===== config.mk =====
export PLATFORM = sky130hd
export DESIGN_NAME = alsi_top
export DESIGN_NICKNAME = d
export VERILOG_FILES = /design/src/rtl/alsi_pkg.sv /design/src/rtl/alsi_top.sv
export VERILOG_INCLUDE_DIRS = /design/src /design/src/rtl
export SDC_FILE = /design/constraint.sdc
export NUM_CORES = 1
export LEC_CHECK = 0
export ABC_AREA = 1
export BUFFER_PORTS_ARGS = -buffer_cell sky130_fd_sc_hd__buf_2
export CELL_PAD_IN_SITES_DETAIL_PLACEMENT = 0
export CELL_PAD_IN_SITES_GLOBAL_PLACEMENT = 1
export CORE_UTILIZATION = 25
export CTS_BUF_LIST = sky130_fd_sc_hd__clkbuf_4 sky130_fd_sc_hd__clkbuf_8
export CTS_CLUSTER_SIZE = 8
export DETAILED_ROUTE_END_ITERATION = 7
export PLACE_DENSITY = 0.52
export SETUP_SLACK_MARGIN = 0.3
export SLEW_MARGIN = 20
export SYNTH_ARGS = -nofsm -noshare
export SYNTH_HDL_FRONTEND = slang
export SYNTH_SLANG_ARGS = --single-unit

===== constraint.sdc =====
create_clock -name ref_clk -period 2.4 [get_ports ref_clk]
set_input_delay 0.48 -clock ref_clk [delete_from_list [all_inputs] [get_ports ref_clk]]
set_output_delay 0.48 -clock ref_clk [all_outputs]
set_load 0.02 [all_outputs]

===== src/rtl/alsi_consts.svh =====
// constants for the light sensor status and power-save refresh block
// assumes inclusion by bare name from the block's top module
`ifndef ALSI_CONSTS_SVH
`define ALSI_CONSTS_SVH
`define ALSI_CMD_LOW_TH 8'h02
`define ALSI_CMD_PSAVE 8'h03
`define ALSI_CMD_STATUS 8'h06
`define ALSI_LOW_BIT 15
`define ALSI_HIGH_BIT 14
`define ALSI_RSV_MSB 13
`define ALSI_WAIT_MSB 2
`define ALSI_WAIT_LSB 1
`define ALSI_PSON_BIT 0
`define ALSI_LOW_TH_RST 16'h0000
`define ALSI_PSAVE_RST 3'h0
`define ALSI_ZERO16 16'h0000
`define ALSI_GAIN_NOM 2'h1
`define ALSI_IT_0 4'h0
`define ALSI_IT_1 4'h1
`define ALSI_IT_2 4'h2
`define ALSI_WAIT_0 2'h0
`define ALSI_WAIT_1 2'h1
`define ALSI_WAIT_2 2'h2
// refresh base per wait code, ms
`define ALSI_BASE_W0 13'd600
`define ALSI_BASE_W1 13'd1100
`define ALSI_BASE_W2 13'd2100
`define ALSI_BASE_W3 13'd4100
// extra refresh per integration code, ms
`define ALSI_ADD_IT0 13'd0
`define ALSI_ADD_IT1 13'd100
`define ALSI_ADD_IT2 13'd300
`define ALSI_ADD_IT3 13'd700
// count resolution in units of 0.0001 lx
`define ALSI_RES_IT0 16'd288
`define ALSI_RES_IT1 16'd144
`define ALSI_RES_IT2 16'd72
`define ALSI_RES_IT3 16'd36
// one millisecond and the clock period, ns
`define ALSI_MS_NS 1000000
`define ALSI_CLK_NS 20
`define ALSI_ONE13 13'h0001
`define ALSI_ONE16 16'h0001
`endif


===== src/rtl/alsi_pkg.sv =====
// types for the light sensor status and power-save refresh block
// assumes nothing of its surroundings
package alsi_pkg;
  typedef enum logic [1:0] {
    ALSI_IDLE = 2'b01,
    ALSI_RUN = 2'b10
  } alsi_state_e;
  typedef logic [12:0] alsi_ms_t;
endpackage


===== src/rtl/alsi_top.sv =====
// threshold crossing status register and power-save refresh timer
// assumes a host command port synchronous to ref_clk and a result strobe from the converter
// Operation
// - status register at command 06h tells host which window crossing interrupted.
// - bit 15 sets when the result crosses below the low threshold.
// - bit 14 sets when the result crosses above the high threshold.
// - both flags read-only; bits 13 to 0 reserved, read zero.
// - in power-save mode refresh period comes from wait and integration codes.
// - integration 0000 refreshes every 600, 1100, 2100, 4100 ms per wait code.
// - integration 0001..0011 add 100, 300, 700 ms, at most 4800 ms.
// - gain 01 count scales 0.0288 to 0.0036 lx per integration code.
// - command 03h holds wait code in bits 2:1, enable in bit 0.
// - low bound comes from command 02h register once interrupts enabled.
`timescale 1ns/1ps
`default_nettype none
`include "alsi_consts.svh"
module alsi_top #(
  parameter int MS_CYCLES = `ALSI_MS_NS / `ALSI_CLK_NS
) (
  input wire logic ref_clk,
  input wire logic reset,
  input wire logic cmd_wr,
  input wire logic cmd_rd,
  input wire logic [7:0] cmd_code,
  input wire logic [15:0] cmd_wdata,
  output logic [15:0] cmd_rdata,
  output logic cmd_rvalid,
  input wire logic result_valid,
  input wire logic [15:0] light_result,
  input wire logic [15:0] high_threshold,
  input wire logic int_enable,
  input wire logic [3:0] integration_time_code,
  input wire logic [1:0] gain_code,
  output logic refresh_pulse,
  output logic [12:0] refresh_period_ms,
  output logic [15:0] lx_per_count,
  output logic lx_scale_valid
);

  ////////////////////////////////////////////////////////////////////////////
  // lookup functions

  function automatic alsi_pkg::alsi_ms_t period_ms(input logic [1:0] wait_c,
                                                    input logic [3:0] it_c);
    alsi_pkg::alsi_ms_t base;
    alsi_pkg::alsi_ms_t add;
    base = `ALSI_BASE_W3;
    add = `ALSI_ADD_IT3;
    case (wait_c)
      `ALSI_WAIT_0: base = `ALSI_BASE_W0;
      `ALSI_WAIT_1: base = `ALSI_BASE_W1;
      `ALSI_WAIT_2: base = `ALSI_BASE_W2;
      default: base = `ALSI_BASE_W3;
    endcase
    case (it_c)
      `ALSI_IT_0: add = `ALSI_ADD_IT0;
      `ALSI_IT_1: add = `ALSI_ADD_IT1;
      `ALSI_IT_2: add = `ALSI_ADD_IT2;
      default: add = `ALSI_ADD_IT3;
    endcase
    period_ms = base + add;
  endfunction

  function automatic logic [15:0] res_of(input logic [3:0] it_c);
    case (it_c)
      `ALSI_IT_0: res_of = `ALSI_RES_IT0;
      `ALSI_IT_1: res_of = `ALSI_RES_IT1;
      `ALSI_IT_2: res_of = `ALSI_RES_IT2;
      default: res_of = `ALSI_RES_IT3;
    endcase
  endfunction

  ////////////////////////////////////////////////////////////////////////////
  // command registers and status flags

  logic [15:0] low_th_reg, low_th_next;
  logic [2:0] psave_reg, psave_next;
  logic low_crossing_flag_reg, low_crossing_flag_next;
  logic high_crossing_flag_reg, high_crossing_flag_next;
  logic [15:0] rdata_reg, rdata_next;
  logic rvalid_reg, rvalid_next;
  logic low_hit, high_hit, status_rd;
  logic [15:0] threshold_interrupt_flags;

  always_comb begin
    low_hit = result_valid && int_enable && (light_result < low_th_reg);
    high_hit = result_valid && int_enable && (light_result > high_threshold);
    status_rd = cmd_rd && (cmd_code == `ALSI_CMD_STATUS);
    threshold_interrupt_flags = `ALSI_ZERO16;
    threshold_interrupt_flags[`ALSI_LOW_BIT] = low_crossing_flag_reg;
    threshold_interrupt_flags[`ALSI_HIGH_BIT] = high_crossing_flag_reg;
    low_th_next = low_th_reg;
    psave_next = psave_reg;
    if (cmd_wr && cmd_code == `ALSI_CMD_LOW_TH) begin
      low_th_next = cmd_wdata;
    end
    if (cmd_wr && cmd_code == `ALSI_CMD_PSAVE) begin
      psave_next = cmd_wdata[`ALSI_WAIT_MSB:`ALSI_PSON_BIT];
    end
    low_crossing_flag_next = low_crossing_flag_reg && !status_rd;
    high_crossing_flag_next = high_crossing_flag_reg && !status_rd;
    if (low_hit) begin
      low_crossing_flag_next = 1'b1;
    end
    if (high_hit) begin
      high_crossing_flag_next = 1'b1;
    end
    rvalid_next = cmd_rd;
    rdata_next = `ALSI_ZERO16;
    if (cmd_rd) begin
      case (cmd_code)
        `ALSI_CMD_LOW_TH: rdata_next = low_th_reg;
        `ALSI_CMD_PSAVE: rdata_next = {13'h0000, psave_reg};
        `ALSI_CMD_STATUS: rdata_next = threshold_interrupt_flags;
        default: rdata_next = `ALSI_ZERO16;
      endcase
    end
  end

  always_ff @(posedge ref_clk) begin
    if (reset) begin
      low_th_reg <= `ALSI_LOW_TH_RST;
      psave_reg <= `ALSI_PSAVE_RST;
      low_crossing_flag_reg <= 1'b0;
      high_crossing_flag_reg <= 1'b0;
      rdata_reg <= `ALSI_ZERO16;
      rvalid_reg <= 1'b0;
    end else begin
      low_th_reg <= low_th_next;
      psave_reg <= psave_next;
      low_crossing_flag_reg <= low_crossing_flag_next;
      high_crossing_flag_reg <= high_crossing_flag_next;
      rdata_reg <= rdata_next;
      rvalid_reg <= rvalid_next;
    end
  end

  ////////////////////////////////////////////////////////////////////////////
  // power-save refresh timer

  alsi_pkg::alsi_state_e state_reg, state_next;
  logic [15:0] pre_reg, pre_next;
  alsi_pkg::alsi_ms_t ms_reg, ms_next;
  alsi_pkg::alsi_ms_t period_reg, period_next;
  logic pulse_reg, pulse_next;
  logic [15:0] res_reg, res_next;
  logic scale_ok_reg, scale_ok_next;
  logic power_save_on;
  logic [15:0] pre_last;

  always_comb begin
    power_save_on = psave_reg[`ALSI_PSON_BIT];
    pre_last = 16'(MS_CYCLES - 1);
    period_next = period_ms(psave_reg[`ALSI_WAIT_MSB:`ALSI_WAIT_LSB], integration_time_code);
    res_next = res_of(integration_time_code);
    scale_ok_next = (gain_code == `ALSI_GAIN_NOM);
    state_next = state_reg;
    pre_next = pre_reg;
    ms_next = ms_reg;
    pulse_next = 1'b0;
    case (state_reg)
      alsi_pkg::ALSI_IDLE: begin
        pre_next = `ALSI_ZERO16;
        ms_next = 13'h0000;
        if (power_save_on) begin
          state_next = alsi_pkg::ALSI_RUN;
        end
      end
      alsi_pkg::ALSI_RUN: begin
        if (!power_save_on) begin
          state_next = alsi_pkg::ALSI_IDLE;
        end else if (pre_reg >= pre_last) begin
          pre_next = `ALSI_ZERO16;
          if (ms_reg + `ALSI_ONE13 >= period_reg) begin
            ms_next = 13'h0000;
            pulse_next = 1'b1;
          end else begin
            ms_next = ms_reg + `ALSI_ONE13;
          end
        end else begin
          pre_next = pre_reg + `ALSI_ONE16;
        end
      end
      default: state_next = alsi_pkg::ALSI_IDLE;
    endcase
  end

  always_ff @(posedge ref_clk) begin
    if (reset) begin
      state_reg <= alsi_pkg::ALSI_IDLE;
      pre_reg <= `ALSI_ZERO16;
      ms_reg <= 13'h0000;
      period_reg <= `ALSI_BASE_W0;
      pulse_reg <= 1'b0;
      res_reg <= `ALSI_RES_IT0;
      scale_ok_reg <= 1'b0;
    end else begin
      state_reg <= state_next;
      pre_reg <= pre_next;
      ms_reg <= ms_next;
      period_reg <= period_next;
      pulse_reg <= pulse_next;
      res_reg <= res_next;
      scale_ok_reg <= scale_ok_next;
    end
  end

  assign cmd_rdata = rdata_reg;
  assign cmd_rvalid = rvalid_reg;
  assign refresh_pulse = pulse_reg;
  assign refresh_period_ms = period_reg;
  assign lx_per_count = res_reg;
  assign lx_scale_valid = scale_ok_reg;
endmodule // alsi_top
`default_nettype wire


# [Yosys cells after proc, flatten, opt, wreduce, memory -nomap -nowiden]
# Index checks and enable logic that the tools add are counted.
[totals] regBits=100 out_inout_bits=48 inputBits=68 elab_cells=72
[op_classes] eq_ne=14 n_bitwise=4 n_reduce_logical=17 add_sub_neg=3 muxes=17 n_lt_le_gt_ge=4
[op_table] operator="16-bit case mux with 3 select lines" count=1
[op_table] operator="13-bit 2-to-1 mux" count=3
[op_table] operator="13-bit case mux with 3 select lines" count=1
[op_table] operator="16-bit 2-to-1 mux" count=2
[op_table] operator="16-bit case mux with 2 select lines" count=1
[op_table] operator="10-bit case mux with 3 select lines" count=1
[op_table] operator="9-bit case mux with 3 select lines" count=1
[op_table] operator="13-bit case mux with 2 select lines" count=1
[op_table] operator="16-bit by 1-bit adder with 16-bit output, second input constant" count=1
[op_table] operator="8-bit by 2-bit equality test with 1-bit output, second input constant" count=2
[op_table] operator="16-bit >= comparator, second input constant" count=1
[op_table] operator="16-bit > comparator" count=1
[op_table] operator="16-bit < comparator" count=1
[op_table] operator="13-bit by 1-bit adder with 13-bit output, second input constant" count=1
[op_table] operator="13-bit adder" count=1
[op_table] operator="13-bit >= comparator" count=1
[op_table] operator="8-bit by 3-bit equality test with 1-bit output, second input constant" count=1
[op_table] operator="1-bit logical AND" count=8
[op_table] operator="2-bit != test, second input constant" count=4
[op_table] operator="2-bit by 1-bit equality test with 1-bit output, second input constant" count=3
[op_table] operator="2-bit equality test, second input constant" count=2
[op_table] operator="4-bit by 1-bit equality test with 1-bit output, second input constant" count=1
[op_table] operator="4-bit by 2-bit equality test with 1-bit output, second input constant" count=1
[op_table] operator="4-bit logical NOT" count=1
[op_table] operator="11 further kinds" count=18

# [Depth between registers and ports, before layout]
[depth] depth_word=6 depth_mapped=18 mapped_depth_nobuf=18

# [Worst setup path before layout]
# No wires, ideal clock.
[synth_path] path_kind="reg-to-reg" start="register ms_reg[1]" end="register ms_reg[0]" synth_period_minus_slack_ns=2.201 required_time_ns=2.336 path_stages_with_launch=14 n_path_buf=0 setup_time_ns=0.064 t_arrival_ns=2.137 setup_slack_ns=0.199 path_cell_list="dfxtp_1 ha_1 nand2_1 nor2_2 nand3_1 xor2_1 ha_1 a21oi_1 o21ai_0 nor2_2 nand2_1 nor2_4 a21oi_1 nor2_1"
[synth_between] elab_chain_len=6
[synth_lines] item="start: declaration" line="alsi_top.sv:143" source="alsi_pkg::alsi_ms_t ms_reg, ms_next;"
[synth_lines] item="start signal: assignment" line="alsi_top.sv:200" source="ms_reg <= ms_next;"
[synth_lines] item="13-bit by 1-bit adder with 13-bit output (no source line)"
[synth_lines] item="13-bit >= comparator" line="alsi_top.sv:174" source="if (ms_reg + `ALSI_ONE13 >= period_reg) begin"
[synth_lines] item="13-bit 2-to-1 mux" line="alsi_top.sv:174"
[synth_lines] item="13-bit 2-to-1 mux" line="alsi_top.sv:172" source="end else if (pre_reg >= pre_last) begin"
[synth_lines] item="13-bit 2-to-1 mux" line="alsi_top.sv:170" source="if (!power_save_on) begin"
[synth_lines] item="13-bit case mux with 2 select lines" line="alsi_top.sv:161" source="case (state_reg)"
# No other way between the ends. The select of a mux whose other input is x is not followed.
# A chain may end at the register's enable or synchronous reset.

# [Final worst setup path]
[layout_path] start="register ms_reg[0]" end="register ms_reg[7]"
[layout_between] elab_chain_len=6
[layout_lines] item="13-bit by 1-bit adder with 13-bit output (no source line) *"
[layout_lines] item="13-bit >= comparator" line="alsi_top.sv:174"
[layout_lines] item="13-bit 2-to-1 mux *" line="alsi_top.sv:174"
[layout_lines] item="13-bit 2-to-1 mux *" line="alsi_top.sv:172"
[layout_lines] item="13-bit 2-to-1 mux *" line="alsi_top.sv:170"
[layout_lines] item="13-bit case mux with 2 select lines *" line="alsi_top.sv:161"
# Mark *: on every way between the ends. The rest lies on a longest branch, timed or not. The select of a mux whose other input is x is not followed.

==> results.cfg <==
[die]
ios = 116
fp.dieW_um = 145.7
row_count = 52
core_area_um2 = 20230
die_area_um2 = 21240
initial_core_util_pct = 25.53
dieHeight_um = 145.7

[clocking]
cts_root_buffer = clkbuf_8
cts.reportedPaths.clkPinSlew_ps = 100
cts_max_level = 3
clock_tree.buffer_depth = 2
hold_buffers = 0
worst_skew_pair.late_latency_ps = 380
cts_tree = yes
numCtsBuffers = 9
clock_sinks = 87

[sta]
max_slew.worst_pin.slew_ps = 643.3
setup_viol = 0
post-route-period-util_pct = 99.78
rsz0062_at_grt = yes
fin_tns_setup_ps = 0
clock_skew_ps = 13.01
min_period_ps = 2395
finalHoldViolations = 0
slew_headroom_pct = 57.01
fmax_mhz = 417.6
finalMaxSlewViolations = 0
worst_slack_ps = 5.244

[place]
placed_area_um2 = 6080
port_buffers = 104
hpwl_um = 11310
dp.cells = 1113
dp_slack_ps = -44.79
place_congestion = 0.7914

[synth]
synth_ff_type = dfxtp_1
synth_adder_area_share_pct = 12.98
synth_compound_area_share_pct = 9.859
synth_mux_area_share_pct = 0
synth-edff-count = 0
syn_area_um2 = 5165
synth_xor_area_share_pct = 1.696
synth_async_sr_flop_share_pct = 0
synth_top_family_by_area = simple AND/OR/NAND/NOR gates
synthSimpleGateAreaFrac_pct = 29.22
yosys_warnings = 0
syn_inst = 738
synthDistinctLibCells = 36
ys_ff_latch = 87
avgSynthCellArea_um2 = 6.999
yosysSeqAreaShare_pct = 33.72

[power]
ir_worst_vdd_v = 0.0002630
pwr-share-seq_pct = 38.6
p_per_area_nw_per_um2 = 671.3
p_leak_nw = 3.040
clockPowerShare_pct = 23.5
combPwrFrac_pct = 37.8
switchingPower_w = 0.001716
p_sw_share_pct = 39.59
intPower_w = 0.002619

[global_route]
grt_max_degree = 29
grt-ovfl-total = 0
grt_pass1_wl_um = 23460
antenna_found_initial = 1
grtUsageTotal_pct = 13.87
grt_pass1_vias = 4804

[drt]
wl_met3_um = 626
wl_per_cell_um = 12.69
drtAntennaViolNets = 0
via_per_inst = 4.247
first_pass_iters = 4
drc = 0
met1_length_um = 6856
met2_length_um = 6747
vias = 4816
dr.max_layer_used = met4
routed_wl_um = 14390
drt-initial-drc-count = 194

[min_path]
hp-class = input port to flop
whs_path_depth = 2
min_from = gain_code[1]
hold_end = lx_scale_valid$_SDFF_PP0_

[final_layout]
layout-drive-gt1-share_pct = 23.99
final_cell_mix = nand2_1 (144), inv_1 (116), buf_2 (104), dfxtp_1 (82), nor2_1 (76)
final_cells = 1134
area_growth_pct = 25.02
n_fill_cell = 2189
design_area_um2 = 6457
layout.cells.most_common = nand2_1
fin_util_pct = 31.91
nets = 979

[worst_setup_path]
ff2ff_path_depth = 17
start_kind = flop
critPathCaptureType = flop
crit_arrival_ps = 2680
crit-reg2reg-launch = ms_reg[0]$_SDFFE_PP0P_
reg2reg_to = ms_reg[7]$_SDFFE_PP0P_
worst-endpoint-required_ps = 2680
r2r_setup_slack_ps = 5
cp_max_fo = 4
critical_path_class = flop to flop

[job]
maxCapViolCount = 0

[status]
outcome = finished clean
[how the worst max path moves through the flow]
stage                          endpoint              startpoint
2_1_floorplan    ms_reg[0]$_SDFFE_PP0P_  ms_reg[1]$_SDFFE_PP0P_
3_3_place_gp     ms_reg[1]$_SDFFE_PP0P_  ms_reg[6]$_SDFFE_PP0P_
3_5_place_dp   refresh_pulse$_SDFF_PP0_  ms_reg[1]$_SDFFE_PP0P_
4_1_cts        refresh_pulse$_SDFF_PP0_  ms_reg[1]$_SDFFE_PP0P_
5_1_grt          ms_reg[7]$_SDFFE_PP0P_  ms_reg[1]$_SDFFE_PP0P_
6_report         ms_reg[7]$_SDFFE_PP0P_  ms_reg[0]$_SDFFE_PP0P_
[cell usage after synthesis (2+ instances only)]
| cell | count | area, um2 |
|---|---|---|
| nor3_1 | 39 | 195.2 |
| nor2_2 | 8 | 50.05 |
| buf_2 | 4 | 20.02 |
| nand4_1 | 14 | 87.58 |
| o21a_1 | 2 | 15.01 |
| ha_1 | 52 | 650.6 |
| clkinv_1 | 2 | 7.510 |
| buf_1 | 2 | 7.510 |
| buf_6 | 2 | 22.52 |
| o21ai_0 | 40 | 200.2 |
| clkbuf_1 | 7 | 26.28 |
| nand2_1 | 148 | 555.5 |
| nor2_1 | 81 | 304.0 |
| inv_1 | 119 | 446.7 |
| or2_2 | 3 | 18.77 |
| a21oi_1 | 51 | 255.2 |
| nand3_1 | 26 | 130.1 |
| nor4_1 | 3 | 18.77 |
| nor2_4 | 3 | 33.78 |
| inv_2 | 2 | 7.510 |
| xor2_1 | 9 | 78.83 |
| o22ai_1 | 3 | 18.77 |
| buf_4 | 14 | 105.1 |
| dfxtp_1 | 87 | 1742 |
| nand2_2 | 3 | 18.77 |
| nor3_2 | 3 | 30.03 |
| a31oi_1 | 2 | 12.51 |
[worst max-delay path, cell delays in order (launching register included)]
cell and delay, ps:
dfxtp_2 370, ha_4 150, nand2_4 50, nor2_4 150
buf_6 140, nand3_4 70, xor2_2 160, ha_1 310
nand2_1 70, nor2_2 110, nand2_1 70, nor2_2 130
nor2_2 60, nand2_2 100, nor2_4 50, buf_6 130
a21oi_2 120, nor2_1 60
[power by group through the flow]
stage	Sequential, W	Clock, W	Combinational (W)
after floorplan	0.00170	0	0.00104
after global placement	0.00169	0	0.00149
after detailed placement	0.00170	0	0.00150
after CTS	0.00167	0.00107	0.00154
after global routing	0.00169	0.00113	0.00187
final	0.00168	0.00102	0.00164
[layer usage]
metal / vias to the layer above / global-route usage, %
li1: 2568 / -
met1: 2148 / 17.56
met2: 91 / 23.47
met3: 9 / 2.978
met4: 0 / 4.263
met5: - / 0
[cell families after synthesis]
| group | Yosys count |
|---|---|
| simple gates | 336 |
| buf+inv | 152 |
| compound gates | 99 |
| flops | 87 |
| fa+ha+maj | 53 |
| xor+xnor | 10 |
| other cells | 1 |
[final cells by class]
type	instances	area, um2	area share [%]
timing repair buffer	128	715.7	11.08
inverter	123	465.4	7.208
tap	270	337.8	5.232
multi-input combinational	509	2998	46.43
sequential	87	1753	27.15
antenna	1	2.502	0.03875
clock inverter	7	61.31	0.9494
clock buffer	9	123.9	1.918
[per-stage QoR]
step,hold slack [ps],total power (W)
global route,243.0,0.004691
detailed placement,457.7,0.003198
floorplan,439.1,0.002744
CTS,225.4,0.004274
global placement,457.9,0.003183
finish,252.3,0.004335
[timing repair]
| item | CTS | global route |
|---|---|---|
| setup endpoints to repair | 14 | 15 |
| setup buffers | 1 | 3 |
| gates resized for setup | 9 | 31 |
| pin swaps | 7 | 16 |
Power figures use the tool's default switching activity.
